===== config.mk =====
export PLATFORM = sky130hd
export DESIGN_NAME = potential_loss_supervisor
export DESIGN_NICKNAME = d
export VERILOG_FILES = /design/src/pls_pkg.sv /design/src/rot_if.sv /design/src/rot_checker.sv /design/src/potential_loss_supervisor.sv
export SDC_FILE = /design/constraint.sdc
export NUM_CORES = 1
export LEC_CHECK = 0
export BUFFER_PORTS_ARGS = -buffer_cell sky130_fd_sc_hd__buf_2
export CAP_MARGIN = 20
export CORE_MARGIN = 5
export CORE_UTILIZATION = 54
export CTS_CLUSTER_DIAMETER = 80
export CTS_CLUSTER_SIZE = 12
export DETAILED_ROUTE_END_ITERATION = 8
export GPL_TIMING_DRIVEN = 0
export PLACE_DENSITY = 0.79
export SYNTH_ARGS = -nofsm -noshare
export SYNTH_HDL_FRONTEND = slang
export SYNTH_SLANG_ARGS = --single-unit

===== constraint.sdc =====
create_clock -name i_sys_clk -period 4.7 [get_ports i_sys_clk]
set_input_delay 0.94 -clock i_sys_clk [delete_from_list [all_inputs] [get_ports i_sys_clk]]
set_output_delay 0.94 -clock i_sys_clk [all_outputs]
set_load 0.02 [all_outputs]

===== src/pls_pkg.sv =====
// Constants shared by the potential-loss and rotation supervisor.
// Assumes one 40 MHz clock; magnitudes arrive as unsigned numbers on that clock.
package pls_pkg;
  localparam int unsigned CLK_HZ       = 40_000_000;
  localparam int unsigned TICK_US      = 1000;
  localparam int unsigned TICK_CYC     = CLK_HZ / 1_000_000 * TICK_US;
  localparam logic [15:0] ALARM_MS_RST = 16'h0032;
  localparam logic [15:0] HOLD_MS_RST  = 16'h0064;
  localparam logic [15:0] LOAD_THR_RST = 16'h03E8;
  // Fractions of rated value, tested as x * DEN < rated
  localparam int unsigned UV_DEN       = 100;
  localparam int unsigned RES_I_DEN    = 10;
  localparam int unsigned DEAD_DEN     = 100;
  localparam int unsigned LIVE_DEN     = 10;
  // Negative/positive ratio above 40 %: v2 * NEG_K2 > v1 * NEG_K1
  localparam int unsigned NEG_K2       = 5;
  localparam int unsigned NEG_K1       = 2;
  // Register byte addresses
  localparam logic [5:0] A_CTRL     = 6'h00;
  localparam logic [5:0] A_LOAD_THR = 6'h04;
  localparam logic [5:0] A_ALARM_MS = 6'h08;
  localparam logic [5:0] A_HOLD_MS  = 6'h0C;
  localparam logic [5:0] A_ELEM_SUP = 6'h10;
  localparam logic [5:0] A_TRIG_MSK = 6'h14;
  localparam logic [5:0] A_STATUS   = 6'h18;
  localparam logic [5:0] A_IRQ_STAT = 6'h1C;
  localparam logic [5:0] A_IRQ_MASK = 6'h20;
  // Control fields
  localparam int unsigned C_PROP_EN  = 0;
  localparam int unsigned C_BRK_ASGN = 1;
  localparam int unsigned C_DEAD_EN  = 2;
  localparam int unsigned C_ROT      = 3;
  localparam int unsigned C_CT_SEL   = 4;
  localparam logic [31:0] CTRL_RST   = 32'h0000_0005;
  // Live status fields
  localparam int unsigned S_COND  = 0;
  localparam int unsigned S_BLOCK = 1;
  localparam int unsigned S_FUSE  = 2;
  localparam int unsigned S_WARN  = 8;
  // Interrupt status fields
  localparam int unsigned I_BLOCK = 0;
  localparam int unsigned I_FUSE  = 1;
  localparam int unsigned I_WARN  = 2;
  localparam int unsigned I_BITS  = 3;

  typedef enum logic [1:0] {
    ST_IDLE  = 2'b00,
    ST_DELAY = 2'b01,
    ST_BLOCK = 2'b10,
    ST_HOLD  = 2'b11
  } sup_state_t;

  typedef enum logic {
    ROT_ABC = 1'b0,
    ROT_ACB = 1'b1
  } rot_t;
endpackage


===== src/rot_if.sv =====
// Carrier between the supervisor and its rotation checker.
// Channel 0 is the voltage input, channels 1..N-1 the current inputs.
`timescale 1ns/100ps
interface rot_if #(parameter int N = 3, parameter int W = 16);
  logic [N-1:0][W-1:0] pos;
  logic [N-1:0][W-1:0] neg;
  logic [N-1:0]        live;
  logic                setting;
  // A net, so each checker channel may drive its own bit
  wire logic [N-1:0]   warn;
  modport src (output pos, output neg, output live, output setting, input warn);
  modport chk (input pos, input neg, input live, input setting, output warn);
endinterface


===== src/rot_checker.sv =====
// Per-input phase rotation check against the configured order.
// Assumes sequence magnitudes are stable on i_sys_clk.
`timescale 1ns/100ps
module rot_checker
  import pls_pkg::*;
#(
  parameter int N = 3
) (
  input  wire logic i_sys_clk,
  input  wire logic i_rst_n,
  rot_if.chk        rif
);
  for (genvar c = 0; c < N; c++) begin : g_ch
    rot_t rot;
    logic warn_q;
    // Negative sequence dominating means the opposite order
    assign rot = (rif.neg[c] > rif.pos[c]) ? ROT_ACB : ROT_ABC;
    always_ff @(posedge i_sys_clk) begin
      if (!i_rst_n) begin
        warn_q <= 1'b0;
      end else begin
        warn_q <= rif.live[c] && (rot != rot_t'(rif.setting));
      end
    end
    assign rif.warn[c] = warn_q;

    a_warn_on_diff : assert property (@(posedge i_sys_clk) disable iff (!i_rst_n)
      rif.live[c] && (rot != rot_t'(rif.setting)) |=> rif.warn[c])
      else $error("rotation mismatch not flagged");
    a_warn_needs_live : assert property (@(posedge i_sys_clk) disable iff (!i_rst_n)
      !rif.live[c] |=> !rif.warn[c])
      else $error("rotation warning below minimum level");
  end
endmodule


===== src/potential_loss_supervisor.sv =====
// Potential-loss blocking and phase rotation supervisor with Avalon-MM registers.
// Assumes measured magnitudes and pickups are synchronous to i_sys_clk;
// the fuse-fail and breaker pins are asynchronous.
`timescale 1ns/100ps
module potential_loss_supervisor
  import pls_pkg::*;
#(
  parameter int          NCT      = 2,
  parameter int          NELEM    = 8,
  parameter int          NTRIG    = 8,
  parameter logic [15:0] V_RATED  = 16'h2710,
  parameter logic [15:0] I_RATED  = 16'h2710,
  parameter int unsigned TICK_CYC_P = TICK_CYC
) (
  input  wire logic                          i_sys_clk,
  input  wire logic                          i_rst_n,
  input  wire logic [5:0]                    i_avs_address,
  input  wire logic                          i_avs_read,
  input  wire logic                          i_avs_write,
  input  wire logic [31:0]                   i_avs_writedata,
  input  wire logic [3:0]                    i_avs_byteenable,
  output logic      [31:0]                   o_avs_readdata,
  output logic                               o_avs_waitrequest,
  input  wire logic [2:0][15:0]              i_vt_phase_mag,
  input  wire logic [15:0]                   i_vt_res_mag,
  input  wire logic [15:0]                   i_vt_pos_mag,
  input  wire logic [15:0]                   i_vt_neg_mag,
  input  wire logic [NCT-1:0][2:0][15:0]     i_ct_phase_mag,
  input  wire logic [NCT-1:0][15:0]          i_ct_res_mag,
  input  wire logic [NCT-1:0][15:0]          i_ct_pos_mag,
  input  wire logic [NCT-1:0][15:0]          i_ct_neg_mag,
  input  wire logic [NTRIG-1:0]              i_oc_pickup,
  input  wire logic                          i_fuse_fail_input,
  input  wire logic                          i_breaker_closed,
  output logic                               o_potential_loss_block,
  output logic      [NELEM-1:0]              o_elem_block,
  output logic      [NCT:0]                  o_rot_warn,
  output logic                               o_irq
);
  localparam int CSW = (NCT > 1) ? $clog2(NCT) : 1;

  function automatic logic lt_frac(input logic [15:0] x, input int unsigned den,
                                   input logic [15:0] r);
    return (64'(x) * 64'(den)) < 64'(r);
  endfunction

  function automatic logic [31:0] merge(input logic [31:0] old, input logic [31:0] wd,
                                        input logic [3:0] be);
    logic [31:0] m;
    m = {{8{be[3]}}, {8{be[2]}}, {8{be[1]}}, {8{be[0]}}};
    return (old & ~m) | (wd & m);
  endfunction

  logic [31:0]       ctrl_q;
  logic [15:0]       load_thr_q;
  logic [15:0]       alarm_ms_q;
  logic [15:0]       hold_ms_q;
  logic [NELEM-1:0]  elem_sup_q;
  logic [NTRIG-1:0]  trig_msk_q;
  logic [I_BITS-1:0] irq_stat_q;
  logic [I_BITS-1:0] irq_mask_q;
  logic              ack_q;
  logic              req;
  logic              wr_acc;
  logic              rd_acc;
  logic [31:0]       rdata_d;

  // Bus slave: every access waits exactly one cycle
  assign req               = i_avs_read | i_avs_write;
  assign o_avs_waitrequest = req & ~ack_q;
  assign wr_acc            = i_avs_write & ack_q;
  assign rd_acc            = i_avs_read & ack_q;

  always_ff @(posedge i_sys_clk) begin
    if (!i_rst_n) begin
      ack_q <= 1'b0;
    end else begin
      ack_q <= req & ~ack_q;
    end
  end

  // Pin synchronisers: a change counts once stages two and three agree
  logic [1:0] pin_s1_q;
  logic [1:0] pin_s2_q;
  logic [1:0] pin_s3_q;
  logic [1:0] pin_q;
  logic       fuse;
  logic       brk_closed;

  always_ff @(posedge i_sys_clk) begin
    if (!i_rst_n) begin
      pin_s1_q <= 2'h0;
      pin_s2_q <= 2'h0;
      pin_s3_q <= 2'h0;
      pin_q    <= 2'h0;
    end else begin
      pin_s1_q <= {i_breaker_closed, i_fuse_fail_input};
      pin_s2_q <= pin_s1_q;
      pin_s3_q <= pin_s2_q;
      for (int k = 0; k < 2; k++) begin
        if (pin_s2_q[k] == pin_s3_q[k]) begin
          pin_q[k] <= pin_s2_q[k];
        end
      end
    end
  end
  assign fuse       = pin_q[0];
  assign brk_closed = pin_q[1];

  // Condition evaluation
  logic [CSW-1:0] ct_idx;
  logic           uv_any;
  logic           vres_ok;
  logic           i_low;
  logic           ires_low;
  logic           pick;
  logic           brk_ok;
  logic           dead;
  logic           dead_ok;
  logic           core;
  logic           cond_q;

  always_comb begin
    ct_idx = ctrl_q[C_CT_SEL +: CSW];
    if (32'(ct_idx) >= NCT) begin
      ct_idx = '0;
    end
  end

  always_comb begin
    uv_any  = 1'b0;
    i_low   = 1'b1;
    for (int p = 0; p < 3; p++) begin
      uv_any = uv_any | lt_frac(i_vt_phase_mag[p], UV_DEN, V_RATED);
      i_low  = i_low & (i_ct_phase_mag[ct_idx][p] < load_thr_q);
    end
    vres_ok  = lt_frac(i_vt_res_mag, UV_DEN, V_RATED)
             | (64'(i_vt_neg_mag) * 64'(NEG_K2) > 64'(i_vt_pos_mag) * 64'(NEG_K1));
    ires_low = lt_frac(i_ct_res_mag[ct_idx], RES_I_DEN, I_RATED);
    pick     = |(i_oc_pickup & trig_msk_q);
    brk_ok   = !ctrl_q[C_BRK_ASGN] || brk_closed;
    dead     = lt_frac(i_vt_pos_mag, DEAD_DEN, V_RATED)
             & lt_frac(i_ct_pos_mag[ct_idx], DEAD_DEN, I_RATED);
    dead_ok  = !ctrl_q[C_DEAD_EN] || !dead;
    core     = uv_any & vres_ok & i_low & ires_low & ~pick & dead_ok;
  end

  always_ff @(posedge i_sys_clk) begin
    if (!i_rst_n) begin
      cond_q <= 1'b0;
    end else begin
      cond_q <= core & brk_ok;
    end
  end

  // Millisecond tick
  logic [31:0] tick_cnt_q;
  logic        ms_tick;
  assign ms_tick = (tick_cnt_q == 32'(TICK_CYC_P - 1));
  always_ff @(posedge i_sys_clk) begin
    if (!i_rst_n) begin
      tick_cnt_q <= 32'h0;
    end else begin
      tick_cnt_q <= ms_tick ? 32'h0 : tick_cnt_q + 32'h1;
    end
  end

  // Pickup delay and release hold
  sup_state_t  state_q;
  logic [15:0] ms_cnt_q;
  logic [15:0] ms_nxt;
  logic        blk;
  assign ms_nxt = ms_cnt_q + 16'h1;

  always_ff @(posedge i_sys_clk) begin
    if (!i_rst_n) begin
      state_q  <= ST_IDLE;
      ms_cnt_q <= 16'h0;
    end else begin
      case (state_q)
        ST_IDLE: begin
          ms_cnt_q <= 16'h0;
          if (cond_q) begin
            state_q <= ST_DELAY;
          end
        end
        ST_DELAY: begin
          if (!cond_q) begin
            state_q <= ST_IDLE;
          end else if (ms_cnt_q >= alarm_ms_q) begin
            state_q  <= ST_BLOCK;
            ms_cnt_q <= 16'h0;
          end else if (ms_tick) begin
            ms_cnt_q <= ms_nxt;
          end
        end
        ST_BLOCK: begin
          ms_cnt_q <= 16'h0;
          if (!cond_q) begin
            state_q <= ST_HOLD;
          end
        end
        ST_HOLD: begin
          if (cond_q) begin
            state_q  <= ST_BLOCK;
            ms_cnt_q <= 16'h0;
          end else if (ms_cnt_q >= hold_ms_q) begin
            state_q <= ST_IDLE;
          end else if (ms_tick) begin
            ms_cnt_q <= ms_nxt;
          end
        end
        default: begin
          state_q  <= ST_IDLE;
          ms_cnt_q <= 16'h0;
        end
      endcase
    end
  end
  assign blk = (state_q == ST_BLOCK) || (state_q == ST_HOLD);

  // Element blocking; the fuse path bypasses the propagation enable
  always_ff @(posedge i_sys_clk) begin
    if (!i_rst_n) begin
      o_potential_loss_block <= 1'b0;
      o_elem_block           <= '0;
    end else begin
      o_potential_loss_block <= blk;
      o_elem_block <= elem_sup_q & {NELEM{(blk & ctrl_q[C_PROP_EN]) | fuse}};
    end
  end

  // Rotation supervision
  rot_if #(.N(NCT + 1), .W(16)) rif ();
  always_comb begin
    rif.pos[0]  = i_vt_pos_mag;
    rif.neg[0]  = i_vt_neg_mag;
    rif.live[0] = !lt_frac(i_vt_pos_mag, LIVE_DEN, V_RATED);
    for (int c = 0; c < NCT; c++) begin
      rif.pos[c+1]  = i_ct_pos_mag[c];
      rif.neg[c+1]  = i_ct_neg_mag[c];
      rif.live[c+1] = !lt_frac(i_ct_pos_mag[c], LIVE_DEN, I_RATED);
    end
    rif.setting = ctrl_q[C_ROT];
  end
  rot_checker #(.N(NCT + 1)) u_rot (
    .i_sys_clk (i_sys_clk),
    .i_rst_n   (i_rst_n),
    .rif       (rif)
  );
  assign o_rot_warn = rif.warn;

  // Interrupt events; a new event beats the clearing read
  logic             blk_d1_q;
  logic             fuse_d1_q;
  logic             warn_d1_q;
  logic [I_BITS-1:0] ev;
  always_ff @(posedge i_sys_clk) begin
    if (!i_rst_n) begin
      blk_d1_q  <= 1'b0;
      fuse_d1_q <= 1'b0;
      warn_d1_q <= 1'b0;
    end else begin
      blk_d1_q  <= blk;
      fuse_d1_q <= fuse;
      warn_d1_q <= |rif.warn;
    end
  end
  assign ev[I_BLOCK] = blk & ~blk_d1_q;
  assign ev[I_FUSE]  = fuse ^ fuse_d1_q;
  assign ev[I_WARN]  = (|rif.warn) & ~warn_d1_q;

  always_ff @(posedge i_sys_clk) begin
    if (!i_rst_n) begin
      irq_stat_q <= '0;
    end else if (rd_acc && i_avs_address == A_IRQ_STAT) begin
      // Only bits that the read returned are cleared, so none is lost
      irq_stat_q <= (irq_stat_q & ~o_avs_readdata[I_BITS-1:0]) | ev;
    end else begin
      irq_stat_q <= irq_stat_q | ev;
    end
  end
  assign o_irq = |(irq_stat_q & irq_mask_q);

  // Register writes
  always_ff @(posedge i_sys_clk) begin
    if (!i_rst_n) begin
      ctrl_q     <= CTRL_RST;
      load_thr_q <= LOAD_THR_RST;
      alarm_ms_q <= ALARM_MS_RST;
      hold_ms_q  <= HOLD_MS_RST;
      elem_sup_q <= '0;
      trig_msk_q <= '0;
      irq_mask_q <= '0;
    end else if (wr_acc) begin
      case (i_avs_address)
        A_CTRL:     ctrl_q     <= merge(ctrl_q, i_avs_writedata, i_avs_byteenable);
        A_LOAD_THR: load_thr_q <= 16'(merge(32'(load_thr_q), i_avs_writedata,
                                            i_avs_byteenable));
        A_ALARM_MS: alarm_ms_q <= 16'(merge(32'(alarm_ms_q), i_avs_writedata,
                                            i_avs_byteenable));
        A_HOLD_MS:  hold_ms_q  <= 16'(merge(32'(hold_ms_q), i_avs_writedata,
                                            i_avs_byteenable));
        A_ELEM_SUP: elem_sup_q <= NELEM'(merge(32'(elem_sup_q), i_avs_writedata,
                                               i_avs_byteenable));
        A_TRIG_MSK: trig_msk_q <= NTRIG'(merge(32'(trig_msk_q), i_avs_writedata,
                                               i_avs_byteenable));
        A_IRQ_MASK: irq_mask_q <= I_BITS'(merge(32'(irq_mask_q), i_avs_writedata,
                                                i_avs_byteenable));
        default: ;
      endcase
    end
  end

  // Register reads, captured in the waiting cycle
  always_comb begin
    rdata_d = 32'h0;
    case (i_avs_address)
      A_CTRL:     rdata_d = ctrl_q;
      A_LOAD_THR: rdata_d = 32'(load_thr_q);
      A_ALARM_MS: rdata_d = 32'(alarm_ms_q);
      A_HOLD_MS:  rdata_d = 32'(hold_ms_q);
      A_ELEM_SUP: rdata_d = 32'(elem_sup_q);
      A_TRIG_MSK: rdata_d = 32'(trig_msk_q);
      A_STATUS: begin
        rdata_d[S_COND]             = cond_q;
        rdata_d[S_BLOCK]            = blk;
        rdata_d[S_FUSE]             = fuse;
        rdata_d[S_WARN +: NCT + 1]  = rif.warn;
      end
      A_IRQ_STAT: rdata_d = 32'(irq_stat_q);
      A_IRQ_MASK: rdata_d = 32'(irq_mask_q);
      default:    rdata_d = 32'h0;
    endcase
  end

  always_ff @(posedge i_sys_clk) begin
    if (!i_rst_n) begin
      o_avs_readdata <= 32'h0;
    end else if (i_avs_read && !ack_q) begin
      o_avs_readdata <= rdata_d;
    end
  end

  // Checks
  a_block_needs_cond : assert property (@(posedge i_sys_clk) disable iff (!i_rst_n)
    $rose(blk) |-> $past(cond_q))
    else $error("block raised without conditions");
  a_no_uv_no_cond : assert property (@(posedge i_sys_clk) disable iff (!i_rst_n)
    !uv_any |=> !cond_q)
    else $error("condition without undervoltage");
  a_vres_gate : assert property (@(posedge i_sys_clk) disable iff (!i_rst_n)
    !vres_ok |=> !cond_q)
    else $error("condition with residual voltage present");
  a_load_gate : assert property (@(posedge i_sys_clk) disable iff (!i_rst_n)
    !(i_low && ires_low) |=> !cond_q)
    else $error("condition with load current present");
  a_pickup_gate : assert property (@(posedge i_sys_clk) disable iff (!i_rst_n)
    pick |=> !cond_q)
    else $error("condition during assigned pickup");
  a_brk_closed : assert property (@(posedge i_sys_clk) disable iff (!i_rst_n)
    ctrl_q[C_BRK_ASGN] && !brk_closed |=> !cond_q)
    else $error("condition with breaker open");
  a_brk_ignored : assert property (@(posedge i_sys_clk) disable iff (!i_rst_n)
    !ctrl_q[C_BRK_ASGN] && core |=> cond_q)
    else $error("unassigned breaker affected condition");
  a_dead_bus : assert property (@(posedge i_sys_clk) disable iff (!i_rst_n)
    ctrl_q[C_DEAD_EN] && dead |=> !cond_q)
    else $error("condition on dead bus");
  a_elem_block : assert property (@(posedge i_sys_clk) disable iff (!i_rst_n)
    (blk && ctrl_q[C_PROP_EN]) || fuse |=> o_elem_block == $past(elem_sup_q))
    else $error("supervised element not blocked");
  a_no_prop : assert property (@(posedge i_sys_clk) disable iff (!i_rst_n)
    !ctrl_q[C_PROP_EN] && !fuse |=> o_elem_block == '0)
    else $error("blocking propagated while disabled");
  a_hold_release : assert property (@(posedge i_sys_clk) disable iff (!i_rst_n)
    state_q == ST_HOLD && !cond_q && ms_cnt_q < hold_ms_q |=> blk)
    else $error("block released before hold time");
  a_delay_wait : assert property (@(posedge i_sys_clk) disable iff (!i_rst_n)
    state_q == ST_DELAY && ms_cnt_q < alarm_ms_q |=> !blk)
    else $error("block raised before alarm delay");

  c_block : cover property (@(posedge i_sys_clk) $rose(blk));
  c_rehit : cover property (@(posedge i_sys_clk) state_q == ST_HOLD ##1 state_q == ST_BLOCK);
  c_fuse  : cover property (@(posedge i_sys_clk) $rose(fuse));
  c_warn  : cover property (@(posedge i_sys_clk) $rose(|rif.warn));
endmodule


==> implementation parameters, run 1 <==
Parameter                              Value

Place
  Hpwl dp ... 63060 µm
  Placer's final routability congestion estimate ... 1.010
  Number of cells after detailed placement ... 4193
  Port-buffer cells ... 388

Logic synthesis
  Count of flip-flops with a built-in enable after synthesis ... 0
  Proportion of synthesized flip-flops having asynchronous set or reset ... 0%
  Number of instances in the synthesized netlist ... 3190
  Top cells by count, synth ... ha_1 (594), inv_1 (457), nand2_1 (244), a21oi_1 (208), dfxtp_1 (208)
  Largest cells by area after synthesis ... ha_1 (29%), dfxtp_1 (16%), inv_1 (6.6%)
  Post-synthesis cell type with the largest combined area ... ha_1
  Netlist Area Pre-Place ... 25970 µm²
  Sequential area share after synthesis ... 16.03%
  Top FF cell, synth ... dfxtp_1
  Library cells used by synthesis ... 79
  Number of nets in the synthesized netlist ... 4199
  FF+latch count, synth ... 208
  Post-synth top area share ... 28.62%
  Yosys Warn Count ... 0
  Mapped Avg Cell Area ... 8.141 µm²
  Cell with the most instances after synthesis ... ha_1

Layout
  Proportion of layout cells with a drive suffix above 1 ... 15.73%
  Utilization of the core after routing ... 62.62%
  Synth-to-Final Area Change ... 14.88%
  Area used by multi-input combinational logic ... 20140 µm²
  Sequential Area ... 4168 µm²
  Layout Cells excl Fill ... 4238
  Fill count ... 4145
  Net total in the final layout ... 4627

Clocking
  Hold-fix buffer count after cts ... 0
  Root buffer cell ... clkbuf_16
  Number of buffers inserted during clock tree synthesis ... 21
  Clock-pin slew of the registers on the worst-case setup and hold paths ... 60 ps
  H-tree lvl count ... 1
  Clock tree from TritonCTS ... built
  Bufs on Longest Clock Path ... 3
  Clock latency at the later pin of the worst-skew pair ... 500 ps
  Number of sinks on the clock net ... 208

Routing
  Vias ... 24460
  Drt pass-1 iters ... 9
  Number of nets with antenna violations after routing ... 0
  Number of remaining DRC errors ... 0
  Drt wl/cell ... 17.78 µm
  Overall routed net length ... 75370 µm
  Average vias per placed instance ... 5.771
  DRT iter0 DRCs ... 1949

Critical path
  Category of the most critical setup path ... input port to flop
  Data required time of the critical path ... 5080 ps
  Worst flop-to-flop path endpoint ... cond_q$_SDFF_PN0_
  Slowest cell delay on critical path ... 510 ps
  Worst Reg2Reg Path Length in Cells ... 20
  Critical Path End Type ... flop
  Slowest CP cell ... or4_1
  Critical-path maximum fanout ... 4
  CP dominant cell by count ... ha_4
  Crit. Startpoint ... i_vt_phase_mag[18]
  Worst R2R Setup Slack ... 190 ps
  Critical-path cell list ... buf_2 -> ha_1 -> ha_4 -> fa_1 -> ha_4 -> a21oi_4 -> o22ai_4 -> o41ai_4 -> nor2_2 -> o21a_1 -> o21ai_2 -> mux2i_1 -> or4_1 -> a211o_1 -> a2111oi_4
  Arrival time of the worst setup path ... 4900 ps
  Crit path to ... cond_q$_SDFF_PN0_
  Kind of launch point of the worst setup path ... input port

STA
  Time the worst path needs with I/O delays and setup ... 4523 ps
  Relative slew slack ... 27.71%
  Hold slack ... 430.9 ps
  Final setup violation count ... 0
  Fmax ... 221.1 MHz
  Slew at the pin closest to its max-slew limit ... 1076 ps
  Skew final ... 13.70 ps
  Final hold vios ... 0
  Tcrit/Tclk final ... 96.24%
  Max Transition Viols Final ... 0

GRT
  Global-route wire length before repair ... 119600 µm
  Maximum number of pins on one net before global-route repair ... 13
  Vias in the first global route ... 23570
  Initial antenna violation count ... 8
  Congestion Overflow GR ... 0
  Overall track demand over capacity in global routing ... 27.28%

Power and ir drop
  Total power consumption of the routed design ... 6.978 mW
  Pwr/cell area ... 233.9 nW/µm²
  IR Drop Worst-Case VDD ... 0.0001762 V
  Pleak ... 14.70 nW

Run
  Max-cap violations ... 0

Worst hold path
  Kind of path behind the tightest hold check ... flop to flop
  Hold Path Cell Cnt ... 1

Floorplan
  Effective utilization at floorplan ... 54.51%
  Area of the placeable core ... 47650 µm²
  Horizontal die dimension ... 229.3 µm
  Die H ... 229.3 µm
  Die area ... 52580 µm²
  Total number of placement rows ... 80
  I/O pins ... 390

Run status
  Run status ... complete, no violations
==> power breakdown <==
group          leakage [nW]  internal [mW]  switching, mW
clock                 0.263          0.790          0.667
combinational          12.8           1.66           2.07
sequential             1.68           1.78         0.0178
==> critical path: cells and delay by family <==
kind                       cells  cell delay, ps
AOI/OAI and AO/OA              7            1800
adders and majority gates      4            1350
buffers and inverters          1             130
muxes                          1              90
and+or+nand+nor                2             600
==> stage by stage <==
stage	instance area, µm²	setup WS [ps]	setup TNS, ps
2_1_floorplan	25980	30.11	0
3_3_place_gp	28690	-1347	-1347
3_5_place_dp	28690	-1372	-1372
4_1_cts	29460	6.521	0
5_1_grt	29830	-19.48	-19.48
6_report	29830	176.9	0
==> metal layers <==
metal  GRT usage (%)  vias up  share of wire (%)
met4           8.326        8                3.5
met5               0        -              0.050
met2           45.52      862                 46
met1           36.64    11330                 43
li1                -    12100                  -
met3           4.038      152                7.2
==> cell usage in the layout, fill, tap and decap left out, types with 61 or more instances in the layout <==
cell type / instances
xnor2_1: 72
mux2_2: 62
clkbuf_1: 65
inv_1: 452
o21ai_0: 127
dfxtp_1: 207
nor2_1: 166
ha_1: 577
nand3_1: 116
fa_1: 69
buf_2: 387
a21oi_1: 206
a21o_1: 61
nand2_1: 242
==> area by class of cell <==
class                           count  share of cell area, %
Multi-Input combinational cell   2442                  67.51
Sequential cell                   208                  13.97
Timing Repair Buffer              409                  7.071
Inverter                          458                  5.762
Tap cell                          615                  2.579
Clock buffer                       21                  1.761
Buffer                             78                  1.267
Antenna cell                        6                0.05032
Clock inverter                      1                0.02936
==> how the worst min path moves through the flow <==
stage                                       from  slack (ps)                     end
after floorplan           pin_s1_q[0]$_SDFF_PN0_         410  pin_s2_q[0]$_SDFF_PN0_
after global routing      pin_s1_q[1]$_SDFF_PN0_         450  pin_s2_q[1]$_SDFF_PN0_
final                     pin_s1_q[1]$_SDFF_PN0_         430  pin_s2_q[1]$_SDFF_PN0_
after global placement    pin_s1_q[1]$_SDFF_PN0_         420  pin_s2_q[1]$_SDFF_PN0_
after CTS                 pin_s1_q[1]$_SDFF_PN0_         430  pin_s2_q[1]$_SDFF_PN0_
after detailed placement  pin_s1_q[1]$_SDFF_PN0_         420  pin_s2_q[1]$_SDFF_PN0_
==> cells by family (layout without fill, tap and decap cells) <==
| kind of cell | count (synthesis) | count (layout) | share of synthesized area (%) |
|---|---|---|---|
| simple gates | 842 | 842 | 15.85 |
| compound gates | 709 | 709 | 17.75 |
| fa+ha+maj | 665 | 665 | 34.09 |
| buf+inv | 540 | 967 | 7.877 |
| flops | 208 | 208 | 16.03 |
| xor+xnor | 126 | 126 | 4.249 |
| mux | 100 | 100 | 4.153 |
| other cells | 0 | 6 | 0 |
==> what timing repair did <==
action | CTS | global route
resized for setup | 44 | 54
pin swaps | 13 | 33
buffers inserted | 7 | 13
endpoints found under the hold margin | 0 | 0
setup endpoints to repair | 1 | 1
(Power assumes the default switching activity.)
==> run 2, diff against run 1 <==
- CORE_MARGIN: 5 -> 8
- GPL_TIMING_DRIVEN: 0 -> not set
==> run 2 against run 1 <==
First-iteration DRC count decreased by 15%; combinational power increased by 4%; largest power group unchanged; global-route usage decreased by 2.0 points; critical path type unchanged; cell count grew 1.7%; register-to-register slack better by 170 ps; routed wire length decreased by 2.7%.
==> implementation parameters, run 2 (synthesis gave the netlist of run 1 again) <==
Parameter                              Value

Floorplan
  Area of the placeable core ... 47650 µm² (unchanged)
  Die area ... 55370 µm² (+5.3%)
  Total number of placement rows ... 80 (unchanged)
  Die H ... 235.3 µm (+2.6%)
  Horizontal die dimension ... 235.3 µm (+2.6%)
  I/O pins ... 390 (unchanged)
  Effective utilization at floorplan ... 54.51% (unchanged)

Routing
  Overall routed net length ... 73350 µm (-2.7%)
  DRT iter0 DRCs ... 1653 (-15%)
  Average vias per placed instance ... 5.697 (-1.3%)
  Drt wl/cell ... 17.02 µm (-4.3%)
  Number of nets with antenna violations after routing ... 0 (unchanged)
  Vias ... 24550 (+0.38%)
  Number of remaining DRC errors ... 0 (unchanged)
  Drt pass-1 iters ... 9 (unchanged)

Critical path
  Kind of launch point of the worst setup path ... input port
  Critical-path maximum fanout ... 4 (unchanged)
  Crit path to ... cond_q$_SDFF_PN0_
  Worst flop-to-flop path endpoint ... cond_q$_SDFF_PN0_
  Critical-path cell list ... buf_2 -> ha_1 -> ha_1 -> inv_1 -> fa_1 -> inv_1 -> ha_1 -> o21ai_0 -> a21oi_1 -> o22ai_2 -> o21ai_0 -> a21o_1 -> mux2i_1 -> nand3_1 -> or4_1 -> a211o_1 -> a2111oi_2
  Worst R2R Setup Slack ... 360 ps (+170 ps)
  Crit. Startpoint ... i_vt_phase_mag[20]
  Worst Reg2Reg Path Length in Cells ... 17 (-15%)
  CP dominant cell by count ... ha_1
  Critical Path End Type ... flop
  Category of the most critical setup path ... input port to flop
  Data required time of the critical path ... 5080 ps (about the same)
  Slowest cell delay on critical path ... 520 ps (about the same)
  Slowest CP cell ... or4_1
  Arrival time of the worst setup path ... 4830 ps (-70 ps)

Clocking
  Number of sinks on the clock net ... 208 (unchanged)
  Root buffer cell ... clkbuf_16
  H-tree lvl count ... 1 (unchanged)
  Clock-pin slew of the registers on the worst-case setup and hold paths ... 60 ps (about the same)
  Clock tree from TritonCTS ... built
  Hold-fix buffer count after cts ... 0 (unchanged)
  Number of buffers inserted during clock tree synthesis ... 21 (unchanged)
  Bufs on Longest Clock Path ... 3 (unchanged)
  Clock latency at the later pin of the worst-skew pair ... 500 ps (about the same)

GRT
  Maximum number of pins on one net before global-route repair ... 75 (+62)
  Global routing usage on met3 ... 3.429% (-0.61 points)
  Vias in the first global route ... 24120 (+2.3%)
  Overall track demand over capacity in global routing ... 25.29% (-2.0 points)
  GRT Max-Usage Layer ... met2
  GRT met2 Usage ... 43.86% (-1.7 points)
  Met1 Resource Use GR ... 32.47% (-4.2 points)
  Global-route wire length before repair ... 118500 µm (-0.92%)
  Congestion Overflow GR ... 0 (unchanged)
  Initial antenna violation count ... 8 (unchanged)

Layout
  Most used cells in the layout excluding fill and tap cells ... ha_1 (593), inv_1 (455), buf_2 (389)
  Synth-to-Final Area Change ... 16.61%
  Net total in the final layout ... 4697 (+1.5%)
  Proportion of layout cells with a drive suffix above 1 ... 18.33% (+2.6 points)
  Cell area after layout ... 30280 µm² (+1.5%)
  Most common library cell in the layout ignoring fill and taps ... ha_1

STA
  Relative slew slack ... 29.80% (+2.1 points)
  Total negative setup slack ... 0 ps (unchanged)
  Unrepaired setup endpoints after global routing ... false
  Final setup violation count ... 0 (unchanged)
  Slew at the pin closest to its max-slew limit ... 1053 ps (-23.00 ps)
  Tcrit/Tclk final ... 94.64% (-1.6 points)
  Time the worst path needs with I/O delays and setup ... 4448 ps (-74.86 ps)
  Skew final ... 14.62 ps (+0.9214 ps)
  Fmax ... 224.8 MHz (+1.7%)
  Max Transition Viols Final ... 0 (unchanged)
  Final hold vios ... 0 (unchanged)
  Hold slack ... 446.5 ps (+15.66 ps)

Run
  Max-cap violations ... 0 (unchanged)

Place
  Hpwl dp ... 62030 µm (-1.6%)
  Port-buffer cells ... 389 (+0.26%)
  Placer's final routability congestion estimate ... 0.9485 (-6.1%)
  Dpl cell area ... 29640 µm² (+3.3%)

Power and ir drop
  Power spent charging and discharging nets ... 2.735 mW (-0.56%)
  Combinational cell fraction of total power ... 54.4% (+1.0 points)
  Relative contribution of the clock network to total power ... 20.3% (-0.6 points)
  Reg power frac ... 25.3% (-0.5 points)
  Total power consumption of the routed design ... 7.120 mW (+2.0%)
  Internal Power ... 4.385 mW (+3.7%)
  Pwr/cell area ... 235.1 nW/µm² (+0.52%)
  Proportion of total power due to net switching ... 38.41% (-1.0 points)
  IR Drop Worst-Case VDD ... 0.0001508 V (-14%)
  Pleak ... 15.27 nW (+3.9%)

Run status
  Run status ... complete, no violations

Worst hold path
  Kind of path behind the tightest hold check ... flop to flop
## run 2: worst min-delay path by stage
stage,startpoint,endpoint,cells past startpoint
5_1_grt,pin_s1_q[1]$_SDFF_PN0_,pin_s2_q[1]$_SDFF_PN0_,1
2_1_floorplan,pin_s1_q[0]$_SDFF_PN0_,pin_s2_q[0]$_SDFF_PN0_,1
4_1_cts,o_avs_readdata[30]$_SDFFE_PN0P_,o_avs_readdata[30]$_SDFFE_PN0P_,2
3_3_place_gp,pin_s1_q[1]$_SDFF_PN0_,pin_s2_q[1]$_SDFF_PN0_,1
3_5_place_dp,pin_s1_q[0]$_SDFF_PN0_,pin_s2_q[0]$_SDFF_PN0_,1
6_report,o_avs_readdata[30]$_SDFFE_PN0P_,o_avs_readdata[30]$_SDFFE_PN0P_,2
## run 2: power by group through the flow
stage	sequential, mW	clock (mW)	combinational [mW]
2_1_floorplan	1.84	0	2.64
3_3_place_gp	1.84	0	3.72
3_5_place_dp	1.84	0	3.80
4_1_cts	1.80	1.46	3.83
5_1_grt	1.80	1.53	4.38
6_report	1.80	1.44	3.88
## run 2: critical path, delay by kind of cell
family                     cells  cell delay [ps]
buffers and inverters          3              220
adders and majority gates      4             1420
AOI/OAI and AO/OA              7             1500
and+or+nand+nor                2              600
muxes                          1              150
## run 2: final cells by class
cell class | instances | area (µm²)
Antenna cell | 6 | 15.01
Clock buffer | 21 | 525.5
Clock inverter | 2 | 11.26
Fill cell | 4070 | 17360
Inverter | 458 | 1719
Multi-Input combinational cell | 2442 | 19840
Sequential cell | 208 | 4168
Tap cell | 615 | 769.5
Timing Repair Buffer | 557 | 3239
## run 2: timing repair
item                                    in CTS  in global routing
gates resized for setup                      0                 13
buffers inserted                             0                  2
endpoints found under the setup margin       0                  1
## run 2: per-stage QoR
| step | setup slack [ps] | std cells | utilization, % |
|---|---|---|---|
| after floorplan | 30.11 | 3190 | - |
| after global placement | -333.2 | 4275 | 62.18 |
| after detailed placement | -387.5 | 4276 | 62.21 |
| after CTS | 73.51 | 4299 | 63.34 |
| after global routing | 2.113 | 4308 | 63.56 |
| final | 251.8 | 4309 | 63.56 |
## run 2: metal layers
| metal | routed length (µm) | vias to the layer above |
|---|---|---|
| met2 | 34020 | 748 |
| met3 | 4402 | 137 |
| met4 | 2279 | 6 |
| met1 | 32620 | 11400 |
| met5 | 33 | - |
| li1 | - | 12260 |
